### src/hw/sam_pkg.sv
package sam_pkg;
	// Alarm codes, main code in the upper byte, extra code in the low nibble.
	localparam logic [11:0] ALM_NONE = 12'h000;
	localparam logic [11:0] ALM_IN_ALLOC = 12'h211;
	localparam logic [11:0] ALM_IN_SECOND = 12'h212;
	localparam logic [11:0] ALM_STORE_CRC = 12'h240;
	localparam logic [11:0] ALM_OVERTRAVEL = 12'h260;
	localparam logic [11:0] ALM_FORCED = 12'h570;
	localparam logic [11:0] ALM_MOTOR_CODE = 12'h5f0;

	// Fieldbus objects and fields.
	localparam logic [15:0] OBJ_ALARM_CLEAR = 16'h4000;
	localparam logic [15:0] OBJ_CONTROL_WORD = 16'h6040;
	localparam logic [15:0] ALARM_CLEAR_VALUE = 16'h0001;
	localparam int CW_FAULT_RESET_BIT = 7;

	// Slave controller registers.
	localparam logic [15:0] REG_LINK_CONTROL = 16'h0120;
	localparam logic [15:0] REG_LINK_STATUS = 16'h0134;
	localparam int LINK_ERR_ACK_BIT = 4;
	localparam logic [15:0] LINK_CONTROL_RESET = 16'h0000;

	// Function assignment parameters.
	localparam int SEL_W = 4;
	localparam int SEL_N1 = 5;
	localparam int SEL_N2 = 4;

	// Motor code parameter: codes 1 to this limit name a known motor.
	localparam int MOTOR_W = 16;
	localparam logic [15:0] MOTOR_CODE_MAX = 16'h0040;

	// History depth.
	localparam int HIST_N = 4;
	localparam int HIST_AW = 2;

	// Input pins, index into the synchronised pin vector.
	localparam int PIN_N = 4;
	localparam int PIN_POS_LIMIT = 0;
	localparam int PIN_NEG_LIMIT = 1;
	localparam int PIN_FORCED = 2;
	localparam int PIN_CLEAR = 3;

	// Drive state machine, Gray steps except the two-bit return from cleared to SOD.
	typedef enum logic [1:0] {
		SAM_ST_SOD = 2'b00,
		SAM_ST_FAULT = 2'b01,
		SAM_ST_CLEARED = 2'b11
	} sam_state_e;
endpackage

### src/hw/sam_sel_if.sv
`timescale 1ns/100ps
interface sam_sel_if #(parameter int N = 4);
	logic [sam_pkg::SEL_W-1:0] sel [N];
	logic bad;

	// The top drives the selections, the checker answers.
	modport owner (output sel, input bad);
	modport checker_side (input sel, output bad);
endinterface

### src/hw/sam_top.sv
`timescale 1ns/100ps
// What this block does
// - Bad first input assignment raises 211.
// - Bad second assignment group raises 212.
// - Stored parameter checksum failure raises 240.
// - Either over-travel input raises 260.
// - Forced-alarm input raises 570.
// - Bad motor code raises 5F0 until fixed.
// - Link alarms clearable, never logged in history.
// - Writing 1 to 4000h clears alarm.
// - Control word bit 7 leaves fault after clear.
// - Alarm clear input clears a clearable alarm.
// - Link alarm cleared once status code zero.
module sam_top (
	// Clock and reset.
	input wire logic mclk_i,
	input wire logic resetn_i,
	// Asynchronous pins.
	input wire logic pos_limit_i,
	input wire logic neg_limit_i,
	input wire logic forced_alarm_i,
	input wire logic alarm_clear_input_i,
	// Parameter values from the same clock domain.
	input wire logic [3:0] input_function_select_0_i,
	input wire logic [3:0] input_function_select_1_i,
	input wire logic [3:0] input_function_select_2_i,
	input wire logic [3:0] input_function_select_3_i,
	input wire logic [3:0] input_function_select_4_i,
	input wire logic [3:0] second_function_select_0_i,
	input wire logic [3:0] second_function_select_1_i,
	input wire logic [3:0] second_function_select_2_i,
	input wire logic [3:0] second_function_select_3_i,
	input wire logic [15:0] motor_code_param_i,
	input wire logic store_crc_fail_i,
	input wire logic panel_alarm_clear_function_i,
	// Fieldbus object writes.
	input wire logic obj_wr_i,
	input wire logic [15:0] obj_index_i,
	input wire logic [15:0] obj_data_i,
	// Slave controller register port.
	input wire logic link_wr_i,
	input wire logic link_rd_i,
	input wire logic [15:0] link_addr_i,
	input wire logic [15:0] link_wdata_i,
	output logic [15:0] link_rdata_o,
	// Link error report from the slave controller core.
	input wire logic link_err_i,
	input wire logic [15:0] link_err_code_i,
	// History read.
	input wire logic [1:0] hist_sel_i,
	output logic [11:0] hist_code_o,
	// Status.
	output logic [11:0] alarm_code_o,
	output logic alarm_active_o,
	output logic link_alarm_o,
	output logic [1:0] drive_state_o
);
	sam_sel_if #(.N(sam_pkg::SEL_N1)) first_if ();
	sam_sel_if #(.N(sam_pkg::SEL_N2)) second_if ();
	logic [sam_pkg::PIN_N-1:0] pin_raw;
	logic [sam_pkg::PIN_N-1:0] sync1;
	logic [sam_pkg::PIN_N-1:0] sync2;
	logic [sam_pkg::PIN_N-1:0] sync3;
	logic [sam_pkg::PIN_N-1:0] pin_lvl;
	logic clear_pin_d;
	logic [15:0] link_control;
	logic [15:0] link_status;
	logic cw_bit_d;
	logic [11:0] hist_mem [sam_pkg::HIST_N];
	logic [sam_pkg::HIST_AW-1:0] hist_wp;
	logic [11:0] next_cause;
	logic motor_bad;
	logic clear_req;
	logic cw_rise;
	logic latch_now;

	assign first_if.sel[0] = input_function_select_0_i;
	assign first_if.sel[1] = input_function_select_1_i;
	assign first_if.sel[2] = input_function_select_2_i;
	assign first_if.sel[3] = input_function_select_3_i;
	assign first_if.sel[4] = input_function_select_4_i;
	assign second_if.sel[0] = second_function_select_0_i;
	assign second_if.sel[1] = second_function_select_1_i;
	assign second_if.sel[2] = second_function_select_2_i;
	assign second_if.sel[3] = second_function_select_3_i;

	// Duplicate or missing assignment checks for both groups.
	sam_alloc_check #(.N(sam_pkg::SEL_N1)) u_first_check (
		.mclk_i(mclk_i),
		.resetn_i(resetn_i),
		.sel_if(first_if.checker_side)
	);
	sam_alloc_check #(.N(sam_pkg::SEL_N2)) u_second_check (
		.mclk_i(mclk_i),
		.resetn_i(resetn_i),
		.sel_if(second_if.checker_side)
	);

	assign pin_raw[sam_pkg::PIN_POS_LIMIT] = pos_limit_i;
	assign pin_raw[sam_pkg::PIN_NEG_LIMIT] = neg_limit_i;
	assign pin_raw[sam_pkg::PIN_FORCED] = forced_alarm_i;
	assign pin_raw[sam_pkg::PIN_CLEAR] = alarm_clear_input_i;

	// Three-stage synchronisers; a level is taken once stages two and
	// three agree, which also rejects a single-cycle glitch.
	genvar g;
	generate
		for (g = 0; g < sam_pkg::PIN_N; g++) begin : g_sync
			always_ff @(posedge mclk_i or negedge resetn_i) begin
				if (!resetn_i) begin
					sync1[g] <= 1'b0;
					sync2[g] <= 1'b0;
					sync3[g] <= 1'b0;
					pin_lvl[g] <= 1'b0;
				end else begin
					sync1[g] <= pin_raw[g];
					sync2[g] <= sync1[g];
					sync3[g] <= sync2[g];
					if (sync2[g] == sync3[g]) begin
						pin_lvl[g] <= sync3[g];
					end
				end
			end
		end
	endgenerate

	// A motor code is valid when it names one of the known motors.
	assign motor_bad = (motor_code_param_i == 16'h0000) ||
		(motor_code_param_i > sam_pkg::MOTOR_CODE_MAX);

	// Active cause, highest priority first. Clears do not remove a cause,
	// so a lingering condition simply latches again after a clear.
	always_comb begin
		next_cause = sam_pkg::ALM_NONE;
		if (motor_bad) begin
			next_cause = sam_pkg::ALM_MOTOR_CODE;
		end else if (store_crc_fail_i) begin
			next_cause = sam_pkg::ALM_STORE_CRC;
		end else if (first_if.bad) begin
			next_cause = sam_pkg::ALM_IN_ALLOC;
		end else if (second_if.bad) begin
			next_cause = sam_pkg::ALM_IN_SECOND;
		end else if (pin_lvl[sam_pkg::PIN_POS_LIMIT] ||
				pin_lvl[sam_pkg::PIN_NEG_LIMIT]) begin
			next_cause = sam_pkg::ALM_OVERTRAVEL;
		end else if (pin_lvl[sam_pkg::PIN_FORCED]) begin
			next_cause = sam_pkg::ALM_FORCED;
		end
	end

	// The three clear routes: object write, panel function, clear pin edge.
	assign clear_req = (obj_wr_i && obj_index_i == sam_pkg::OBJ_ALARM_CLEAR &&
		obj_data_i == sam_pkg::ALARM_CLEAR_VALUE) ||
		panel_alarm_clear_function_i ||
		(pin_lvl[sam_pkg::PIN_CLEAR] && !clear_pin_d);

	// Fault reset is the rising edge of control word bit 7.
	assign cw_rise = obj_wr_i && obj_index_i == sam_pkg::OBJ_CONTROL_WORD &&
		obj_data_i[sam_pkg::CW_FAULT_RESET_BIT] && !cw_bit_d;

	assign latch_now = !alarm_active_o && next_cause != sam_pkg::ALM_NONE;

	// Edge memories for the clear pin and the control word bit.
	always_ff @(posedge mclk_i or negedge resetn_i) begin
		if (!resetn_i) begin
			clear_pin_d <= 1'b0;
			cw_bit_d <= 1'b0;
		end else begin
			clear_pin_d <= pin_lvl[sam_pkg::PIN_CLEAR];
			if (obj_wr_i && obj_index_i == sam_pkg::OBJ_CONTROL_WORD) begin
				cw_bit_d <= obj_data_i[sam_pkg::CW_FAULT_RESET_BIT];
			end
		end
	end

	// Alarm latch: first cause wins and is held until a clear.
	always_ff @(posedge mclk_i or negedge resetn_i) begin
		if (!resetn_i) begin
			alarm_code_o <= sam_pkg::ALM_NONE;
			alarm_active_o <= 1'b0;
		end else if (latch_now) begin
			alarm_code_o <= next_cause;
			alarm_active_o <= 1'b1;
		end else if (clear_req) begin
			alarm_code_o <= sam_pkg::ALM_NONE;
			alarm_active_o <= 1'b0;
		end
	end

	// History of drive alarms; link alarms take another path and are
	// never written here.
	always_ff @(posedge mclk_i or negedge resetn_i) begin
		if (!resetn_i) begin
			hist_wp <= '0;
			for (int i = 0; i < sam_pkg::HIST_N; i++) begin
				hist_mem[i] <= sam_pkg::ALM_NONE;
			end
		end else if (latch_now) begin
			hist_mem[hist_wp] <= next_cause;
			hist_wp <= hist_wp + 2'h1;
		end
	end

	// History read, one cycle after the select.
	always_ff @(posedge mclk_i or negedge resetn_i) begin
		if (!resetn_i) begin
			hist_code_o <= sam_pkg::ALM_NONE;
		end else begin
			hist_code_o <= hist_mem[hist_sel_i];
		end
	end

	// Control register; only the acknowledge bit has an effect here.
	always_ff @(posedge mclk_i or negedge resetn_i) begin
		if (!resetn_i) begin
			link_control <= sam_pkg::LINK_CONTROL_RESET;
		end else if (link_wr_i && link_addr_i == sam_pkg::REG_LINK_CONTROL) begin
			link_control <= link_wdata_i;
		end
	end

	// Status code: a new error beats an acknowledge in the same cycle.
	always_ff @(posedge mclk_i or negedge resetn_i) begin
		if (!resetn_i) begin
			link_status <= 16'h0000;
		end else if (link_err_i) begin
			link_status <= link_err_code_i;
		end else if (link_wr_i && link_addr_i == sam_pkg::REG_LINK_CONTROL &&
				link_wdata_i[sam_pkg::LINK_ERR_ACK_BIT]) begin
			link_status <= 16'h0000;
		end
	end

	// Register read port, one cycle latency, unmapped reads give zero.
	always_ff @(posedge mclk_i or negedge resetn_i) begin
		if (!resetn_i) begin
			link_rdata_o <= 16'h0000;
		end else if (link_rd_i) begin
			case (link_addr_i)
				sam_pkg::REG_LINK_CONTROL: link_rdata_o <= link_control;
				sam_pkg::REG_LINK_STATUS: link_rdata_o <= link_status;
				default: link_rdata_o <= 16'h0000;
			endcase
		end
	end

	// Link alarm rises with a link error and falls one cycle after the status code returns to zero.
	always_ff @(posedge mclk_i or negedge resetn_i) begin
		if (!resetn_i) begin
			link_alarm_o <= 1'b0;
		end else begin
			link_alarm_o <= link_err_i || link_status != 16'h0000;
		end
	end

	// Drive state machine. Fault reset needs both alarms already clear.
	always_ff @(posedge mclk_i or negedge resetn_i) begin
		if (!resetn_i) begin
			drive_state_o <= sam_pkg::SAM_ST_SOD;
		end else begin
			case (drive_state_o)
				sam_pkg::SAM_ST_SOD: begin
					if (latch_now || link_err_i) begin
						drive_state_o <= sam_pkg::SAM_ST_FAULT;
					end
				end
				sam_pkg::SAM_ST_FAULT: begin
					if (!alarm_active_o && !link_alarm_o && !latch_now) begin
						drive_state_o <= sam_pkg::SAM_ST_CLEARED;
					end
				end
				sam_pkg::SAM_ST_CLEARED: begin
					if (latch_now || link_err_i || link_alarm_o) begin
						drive_state_o <= sam_pkg::SAM_ST_FAULT;
					end else if (cw_rise) begin
						drive_state_o <= sam_pkg::SAM_ST_SOD;
					end
				end
				default: drive_state_o <= sam_pkg::SAM_ST_FAULT;
			endcase
		end
	end
endmodule

### src/hw/sam_alloc_check.sv
`timescale 1ns/100ps
module sam_alloc_check #(
	parameter int N = 4
) (
	// Clock and reset.
	input wire logic mclk_i,
	input wire logic resetn_i,
	// Selections in, verdict out.
	sam_sel_if.checker_side sel_if
);
	logic next_bad;

	// Unassigned slot or two slots on one function both count as bad.
	always_comb begin
		next_bad = 1'b0;
		for (int i = 0; i < N; i++) begin
			if (sel_if.sel[i] == '0) begin
				next_bad = 1'b1;
			end
			for (int j = i + 1; j < N; j++) begin
				if (sel_if.sel[i] == sel_if.sel[j]) begin
					next_bad = 1'b1;
				end
			end
		end
	end

	// Registered so the long compare chain does not reach the latch.
	always_ff @(posedge mclk_i or negedge resetn_i) begin
		if (!resetn_i) begin
			sel_if.bad <= 1'b0;
		end else begin
			sel_if.bad <= next_bad;
		end
	end
endmodule

### config.mk
export PLATFORM = sky130hd
export DESIGN_NAME = sam_top
export DESIGN_NICKNAME = d
export VERILOG_FILES = /design/src/hw/sam_pkg.sv /design/src/hw/sam_sel_if.sv /design/src/hw/sam_top.sv /design/src/hw/sam_alloc_check.sv
export SDC_FILE = /design/constraint.sdc
export NUM_CORES = 1
export LEC_CHECK = 0
export ABC_AREA = 0
export BUFFER_PORTS_ARGS = -buffer_cell sky130_fd_sc_hd__buf_4
export CAP_MARGIN = 20
export CORE_MARGIN = 1
export CORE_UTILIZATION = 35
export CTS_BUF_LIST = sky130_fd_sc_hd__clkbuf_4
export DETAILED_ROUTE_END_ITERATION = 8
export PLACE_DENSITY_LB_ADDON = 0.15
export SYNTH_ARGS = -nofsm -noshare
export SYNTH_HDL_FRONTEND = slang
export SYNTH_HIERARCHICAL = 1
export SYNTH_SLANG_ARGS = --single-unit
### constraint.sdc
create_clock -name mclk_i -period 4.8 [get_ports mclk_i]
set_input_delay 0.24 -clock mclk_i [delete_from_list [all_inputs] [get_ports mclk_i]]
set_output_delay 0.24 -clock mclk_i [all_outputs]
set_load 0.03 [all_outputs]
== After elaboration in Yosys (flattened, before gate mapping) ==
Index checks and enable logic that the tools add are counted.
Word-level totals
  flip-flop bits (word level): 146
  input bits: 146
  output and inout port bits: 44
  logic and storage cells: 159
Operators by class
  add/sub/neg operators: 1
  order comparisons: 4
  eq/ne operators: 30
  multiplexer cells: 49
  bitwise operators: 2
  reductions and logical operators: 40
Operators by type and width (count)
  12-bit 2-to-1 mux: 8
  4-bit equality test: 16
  48-bit bitwise mux: 1
  4-bit zero test: 9
  11-bit 2-to-1 mux: 3
  16-bit by 15-bit equality test with 1-bit output, second input constant: 2
  16-bit by 9-bit equality test with 1-bit output, second input constant: 2
  16-bit 2-to-1 mux: 2
  16-bit case mux with 2 select lines: 1
  1-bit 2-to-1 mux: 27
  12-bit binary-select mux with 2-bit select: 1
  12-bit demux with 2-bit select: 1
  16-bit by 1-bit equality test with 1-bit output, second input constant: 1
  16-bit by 7-bit greater-than comparator with 1-bit output, second input constant: 1
  16-bit zero test: 1
  16-bit nonzero test: 1
  1-bit logical AND: 12
  12-bit nonzero test: 1
  2-bit 2-to-1 mux: 4
  1-bit logical OR: 7
  3-bit >= comparator, second input constant: 2
  2-bit NOT with 3-bit output: 2
  2-bit case mux with 3 select lines: 1
  1-bit zero test: 5
  10 further kinds: 15

== Depth between registers and ports, before layout ==
  word-level depth: 16
  gate-level depth with buffers: 7
  gate-level depth less buffers: 5

== Cells and area by module ==
Netlist, hierarchy kept.
Modules (own cells, without submodules)
  sam_top: times used 1, cells each 408, area each 5028.6 sq um, sequential area each 3002.9 sq um
  sam_alloc_check at u_first_check: times used 1, cells each 80, area each 609.3 sq um, sequential area each 25.0 sq um
  sam_alloc_check at u_second_check: times used 1, cells each 38, area each 316.6 sq um, sequential area each 25.0 sq um

== Worst setup path after synthesis ==
OpenSTA, ideal clock, no wires.
  kind: input -> register
  start: input motor_code_param_i[1]
  end: register hist_mem[18] (netlist bit)
  setup time: 0.125 ns
  arrival time: 2.166 ns
  required time: 4.675 ns
  setup slack: 2.509 ns
  cell stages on the path: 6
  buffers on the path: 1
  cell sequence: or4_4 o31a_1 or3_1 buf_6 or3_4 mux2_2
On the way
  cells in the longest elaborated chain, start to end: 5
  elaborated cells on any way between the ends: 7
  classes of those cells: order compare: 1; mux: 2; reduce/logical: 4
RTL lines
  from (decl): RTL line sam_top.sv:33  | input wire logic [15:0] motor_code_param_i,
  16-bit by 7-bit greater-than comparator with 1-bit output or 16-bit zero test (tied branches): RTL line sam_top.sv:129, sam_top.sv:128
  1-bit logical OR (*): RTL line sam_top.sv:128  | assign motor_bad = (motor_code_param_i == 16'h0000) ||
  12-bit 2-to-1 mux (*): RTL line sam_top.sv:135  | if (motor_bad) begin
  12-bit nonzero test: RTL line sam_top.sv:161  | assign latch_now = !alarm_active_o && next_cause != sam_pkg::ALM_NONE;
  1-bit logical AND: RTL line sam_top.sv:161
  to (signal, indexed assignment): RTL line sam_top.sv:196  | hist_mem[i] <= sam_pkg::ALM_NONE;
  to (signal, indexed assignment): RTL line sam_top.sv:199  | hist_mem[hist_wp] <= next_cause;
  to (decl): RTL line sam_top.sv:69  | logic [11:0] hist_mem [sam_pkg::HIST_N];
Every way passes the cells marked *; elsewhere a longest branch is shown, timed or not.
A chain may end at the register's enable or synchronous reset.

== Final worst setup path ==
  start: register pin_lvl[1] (netlist bit)
  end: register hist_mem[33] (netlist bit)
On the way
  cells in the longest elaborated chain, start to end: 8
  elaborated cells on any way between the ends: 9
  classes of those cells: mux: 6; reduce/logical: 3
RTL lines
  from (decl): RTL line sam_top.sv:64  | logic [sam_pkg::PIN_N-1:0] pin_lvl;
  from (signal, indexed assignment): RTL line sam_top.sv:120  | pin_lvl[g] <= sync3[g];
  1-bit logical OR (*): RTL line sam_top.sv:143  | end else if (pin_lvl[sam_pkg::PIN_POS_LIMIT] ||
  11-bit 2-to-1 mux (*): RTL line sam_top.sv:143
  11-bit 2-to-1 mux (*): RTL line sam_top.sv:141  | end else if (second_if.bad) begin
  12-bit 2-to-1 mux (*): RTL line sam_top.sv:139  | end else if (first_if.bad) begin
  12-bit 2-to-1 mux (*): RTL line sam_top.sv:137  | end else if (store_crc_fail_i) begin
  12-bit 2-to-1 mux (*): RTL line sam_top.sv:135
  12-bit nonzero test: RTL line sam_top.sv:161
  1-bit logical AND: RTL line sam_top.sv:161
Marks and branches as above.

==> run_results.csv <==
group,metric,value,unit
outcome,outcome,"completed",
power,power,2.594,mW
synthesis,avgSynthCellArea,11.32,sq um
critical_path,worstPathCellList,"nor4_1 -> nand3_1 -> o41a_1 -> nand2_2 -> mux2_2",
clock_tree,ctsLongestPathBuffers,2,
synthesis,synth_cells,526,
route,vias_per_cell,4.964,
power,power_leakage,3.625,nW
global_route,grt.total_usage,18.11,%
die,coreArea,16580,sq um
route,ant_nets,0,
global_route,grt_pass1_wl,24980,microns
critical_path,regToRegStartpoint,"pin_lvl[1]",
route,drt_iter0_markers,194,
critical_path,r2r.worst_path.cells,5,
die,dieArea,17540,sq um
die,die_y,132.4,microns
place,place.gp.congestion,0.8846,
sta,finalSetupViolCount,0,
sta,fin_setup_tns,0,ps
min_path,hp-class,"in -> reg",
clock_tree,cts_tree,"yes",
critical_path,critPathCaptureType,"register",
power,vdd_drop_max,0.0002382,V
route,wl_met3,900,microns
clock_tree,cts_buffers,17,
route,drc,0,
critical_path,reg2reg_slack,2240,ps
route,wl_met2,7689,microns
global_route,antenna_found_initial,1,
layout,fin_nets,877,
place,place_area,7385,sq um
sta,fin_skew,18.61,ps
synthesis,synth-async-reset-ratio,100.0,%
power,power_density,320.5,nW/um^2
synthesis,yosysUniqueCellTypes,48,
min_path,hold_start,"panel_alarm_clear_function_i",
synthesis,yosysWarnings,6,
route,wl_per_cell,15.89,microns
route,wl,15270,microns
sta,relSlewSlack,34.10,%
clock_tree,ctsResizeCount,0,
die,io_pins,190,
route,vias,4770,
place,port_buffers,183,
critical_path,critPathArrivalTime,2970,ps
critical_path,critPathKind,"reg -> reg",
global_route,grt_pass1_vias,4928,
min_path,hold_depth,4,
global_route,grt_max_degree,89,
synthesis,yosysSeqAreaShare,51.27,%
sta,fmax,0.3909,GHz
sta,hold_slack,17.98,ps
clock_tree,cts_root_buf,"clkbuf_4",
clock_tree,clock_latency,540,ps
layout,fin_area,8095,sq um
synthesis,ys_ff_latch,122,
die,chipWidth,132.4,microns
route,top_layer,"met4",
sta,tightest_slew,985.7,ps
critical_path,cp-start-kind,"register",
layout,drive_above_1_share,37.70,%
sta,drv_slew,0,
route,wl_met1,6431,microns
layout,area_growth_syn_to_layout,35.95,%
die,start_util,35.91,%
critical_path,cp_slowest_cell,"o41a_1",
clock_tree,clk_pin_slew,130,ps
clock_tree,htree_levels,4,
synthesis,syn_area,5954,sq um
critical_path,cp.buffers_inverters,0,
job,cap_violations,0,
critical_path,timing.rr.end,"hist_mem[33]",
critical_path,max_stage_delay,730,ps
clock_tree,cts.sinks,122,
critical_path,worstPathRequired,5210,ps
global_route,grt.overflow.total,0,
route,drtPass1Iterations,4,
synthesis,ys.flop_type,"dfrtp_1",
critical_path,critical_path.top_delay_family,"simple AND/OR/NAND/NOR gates",
synthesis,synth_edf_count,0,
die,fp-row-count,47,
min_path,holdPathEnd,"alarm_active_o",
critical_path,cp_max_fo,18,
sta,period_minus_slack,2558,ps
sta,rsz0062_at_grt,"no",
sta,finalHoldViolations,0,
place,hpwl,10920,microns
sta,min_period_over_period,53.29,%
==> state kept, by name (all words and copies together), names as in the netlist, 2 cells and up <==
name           count
sync1              4
drive_state_o      2
pin_lvl            4
hist_mem          32
hist_wp            2
link_status       16
sync3              4
link_rdata_o      16
alarm_code_o       8
hist_code_o        8
link_control      16
sync2              4
==> worst max path at each step <==
stage                        end  cells past startpoint  slack, ps                   from
finish              hist_mem[33]                      5       2240             pin_lvl[1]
global route        hist_mem[33]                      5       2020             pin_lvl[1]
CTS                 hist_mem[33]                      5       2220             pin_lvl[1]
detailed placement  hist_mem[37]                      6       2010  motor_code_param_i[1]
global placement    hist_mem[40]                      6       2110  motor_code_param_i[1]
floorplan           hist_mem[18]                      6       2510  motor_code_param_i[1]
==> worst min-delay path: cells and delay by family <==
kind                   cells  cell delay, ps
AO/OA/AOI/OAI              3             210
buffers and inverters      1              80
==> logic make-up (layout without fill, tap and decap cells) <==
logic type | after synthesis | in the layout | synth area share (%)
mux | 57 | 57 | 12.19
flops | 122 | 122 | 51.27
compound gates | 70 | 70 | 7.460
buf+inv | 57 | 266 | 4.812
fa+ha+maj | 8 | 8 | 1.513
xor+xnor | 65 | 65 | 9.561
other cells | 1 | 7 | 0.06298
simple gates | 146 | 146 | 13.13
==> through the flow <==
stage / utilization [%] / setup slack [ps] / std cells
3_5_place_dp: 44.53 / 2010 / 889
6_report: 48.82 / 2242 / 961
3_3_place_gp: 44.53 / 2113 / 889
2_1_floorplan: - / 2509 / 531
5_1_grt: 48.82 / 2018 / 961
4_1_cts: 48.60 / 2220 / 958
==> cell usage in the layout, fill, tap and decap left out, drive strengths merged, types with 20 or more instances in the layout <==
cell type      n
nand2         46
dfrtp        122
dlygate4sd3   37
mux2          44
xor2          52
nor4          36
inv           20
nor2          25
buf          185
a21oi         20
==> cells in the mapped netlist, types with 2 or more instances <==
master	n	share of area, %
a21o_1	4	0.50
a21oi_1	20	1.7
a22o_1	3	0.44
a22oi_1	16	2.0
and2_1	2	0.21
buf_1	2	0.13
buf_2	18	1.5
buf_4	9	1.1
buf_6	2	0.38
clkbuf_1	14	0.88
dfrtp_1	122	51
ha_1	4	0.84
inv_1	11	0.69
maj3_1	4	0.67
mux2_2	44	8.3
mux2i_1	5	0.84
mux4_2	8	3.0
nand2_1	42	2.6
nand2_2	4	0.42
nand3_1	4	0.34
nand4_1	7	0.74
nor2_1	25	1.6
nor3_1	2	0.17
nor3b_1	4	0.50
nor4_1	36	3.8
nor4b_1	5	0.74
o21ai_0	18	1.5
o41ai_1	3	0.44
or2_2	2	0.21
or3_1	2	0.21
or4_1	4	0.50
xnor2_1	13	1.9
xor2_1	52	7.6
==> power breakdown <==
group | leakage [nW] | switching (mW) | internal, mW
logic | 2.02 | 0.348 | 0.299
clock network | 0.156 | 0.440 | 0.329
registers | 1.45 | 0.0618 | 1.12
==> layout make-up <==
type | count | area [sq um]
Sequential cell | 122 | 3053
Fill cell | 1555 | 8488
Multi-Input combinational cell | 352 | 2634
Clock buffer | 17 | 127.6
Inverter | 11 | 41.29
Clock inverter | 15 | 177.7
Timing Repair Buffer | 223 | 1784
Antenna cell | 1 | 2.502
Tap cell | 220 | 275.3
==> what timing repair did <==
| item | CTS | global route |
|---|---|---|
| hold buffers | 37 | 0 |
| setup buffers | 0 | 0 |
| hold endpoints to repair | 123 | 0 |
==> layer usage <==
layer / vias to the layer above / global-route usage, %
met4: 0 / 6.258
met5: - / 0
met2: 184 / 31.20
met3: 30 / 3.793
li1: 2265 / -
met1: 2291 / 22.51
No activity file was read; power rests on OpenSTA's default activity.
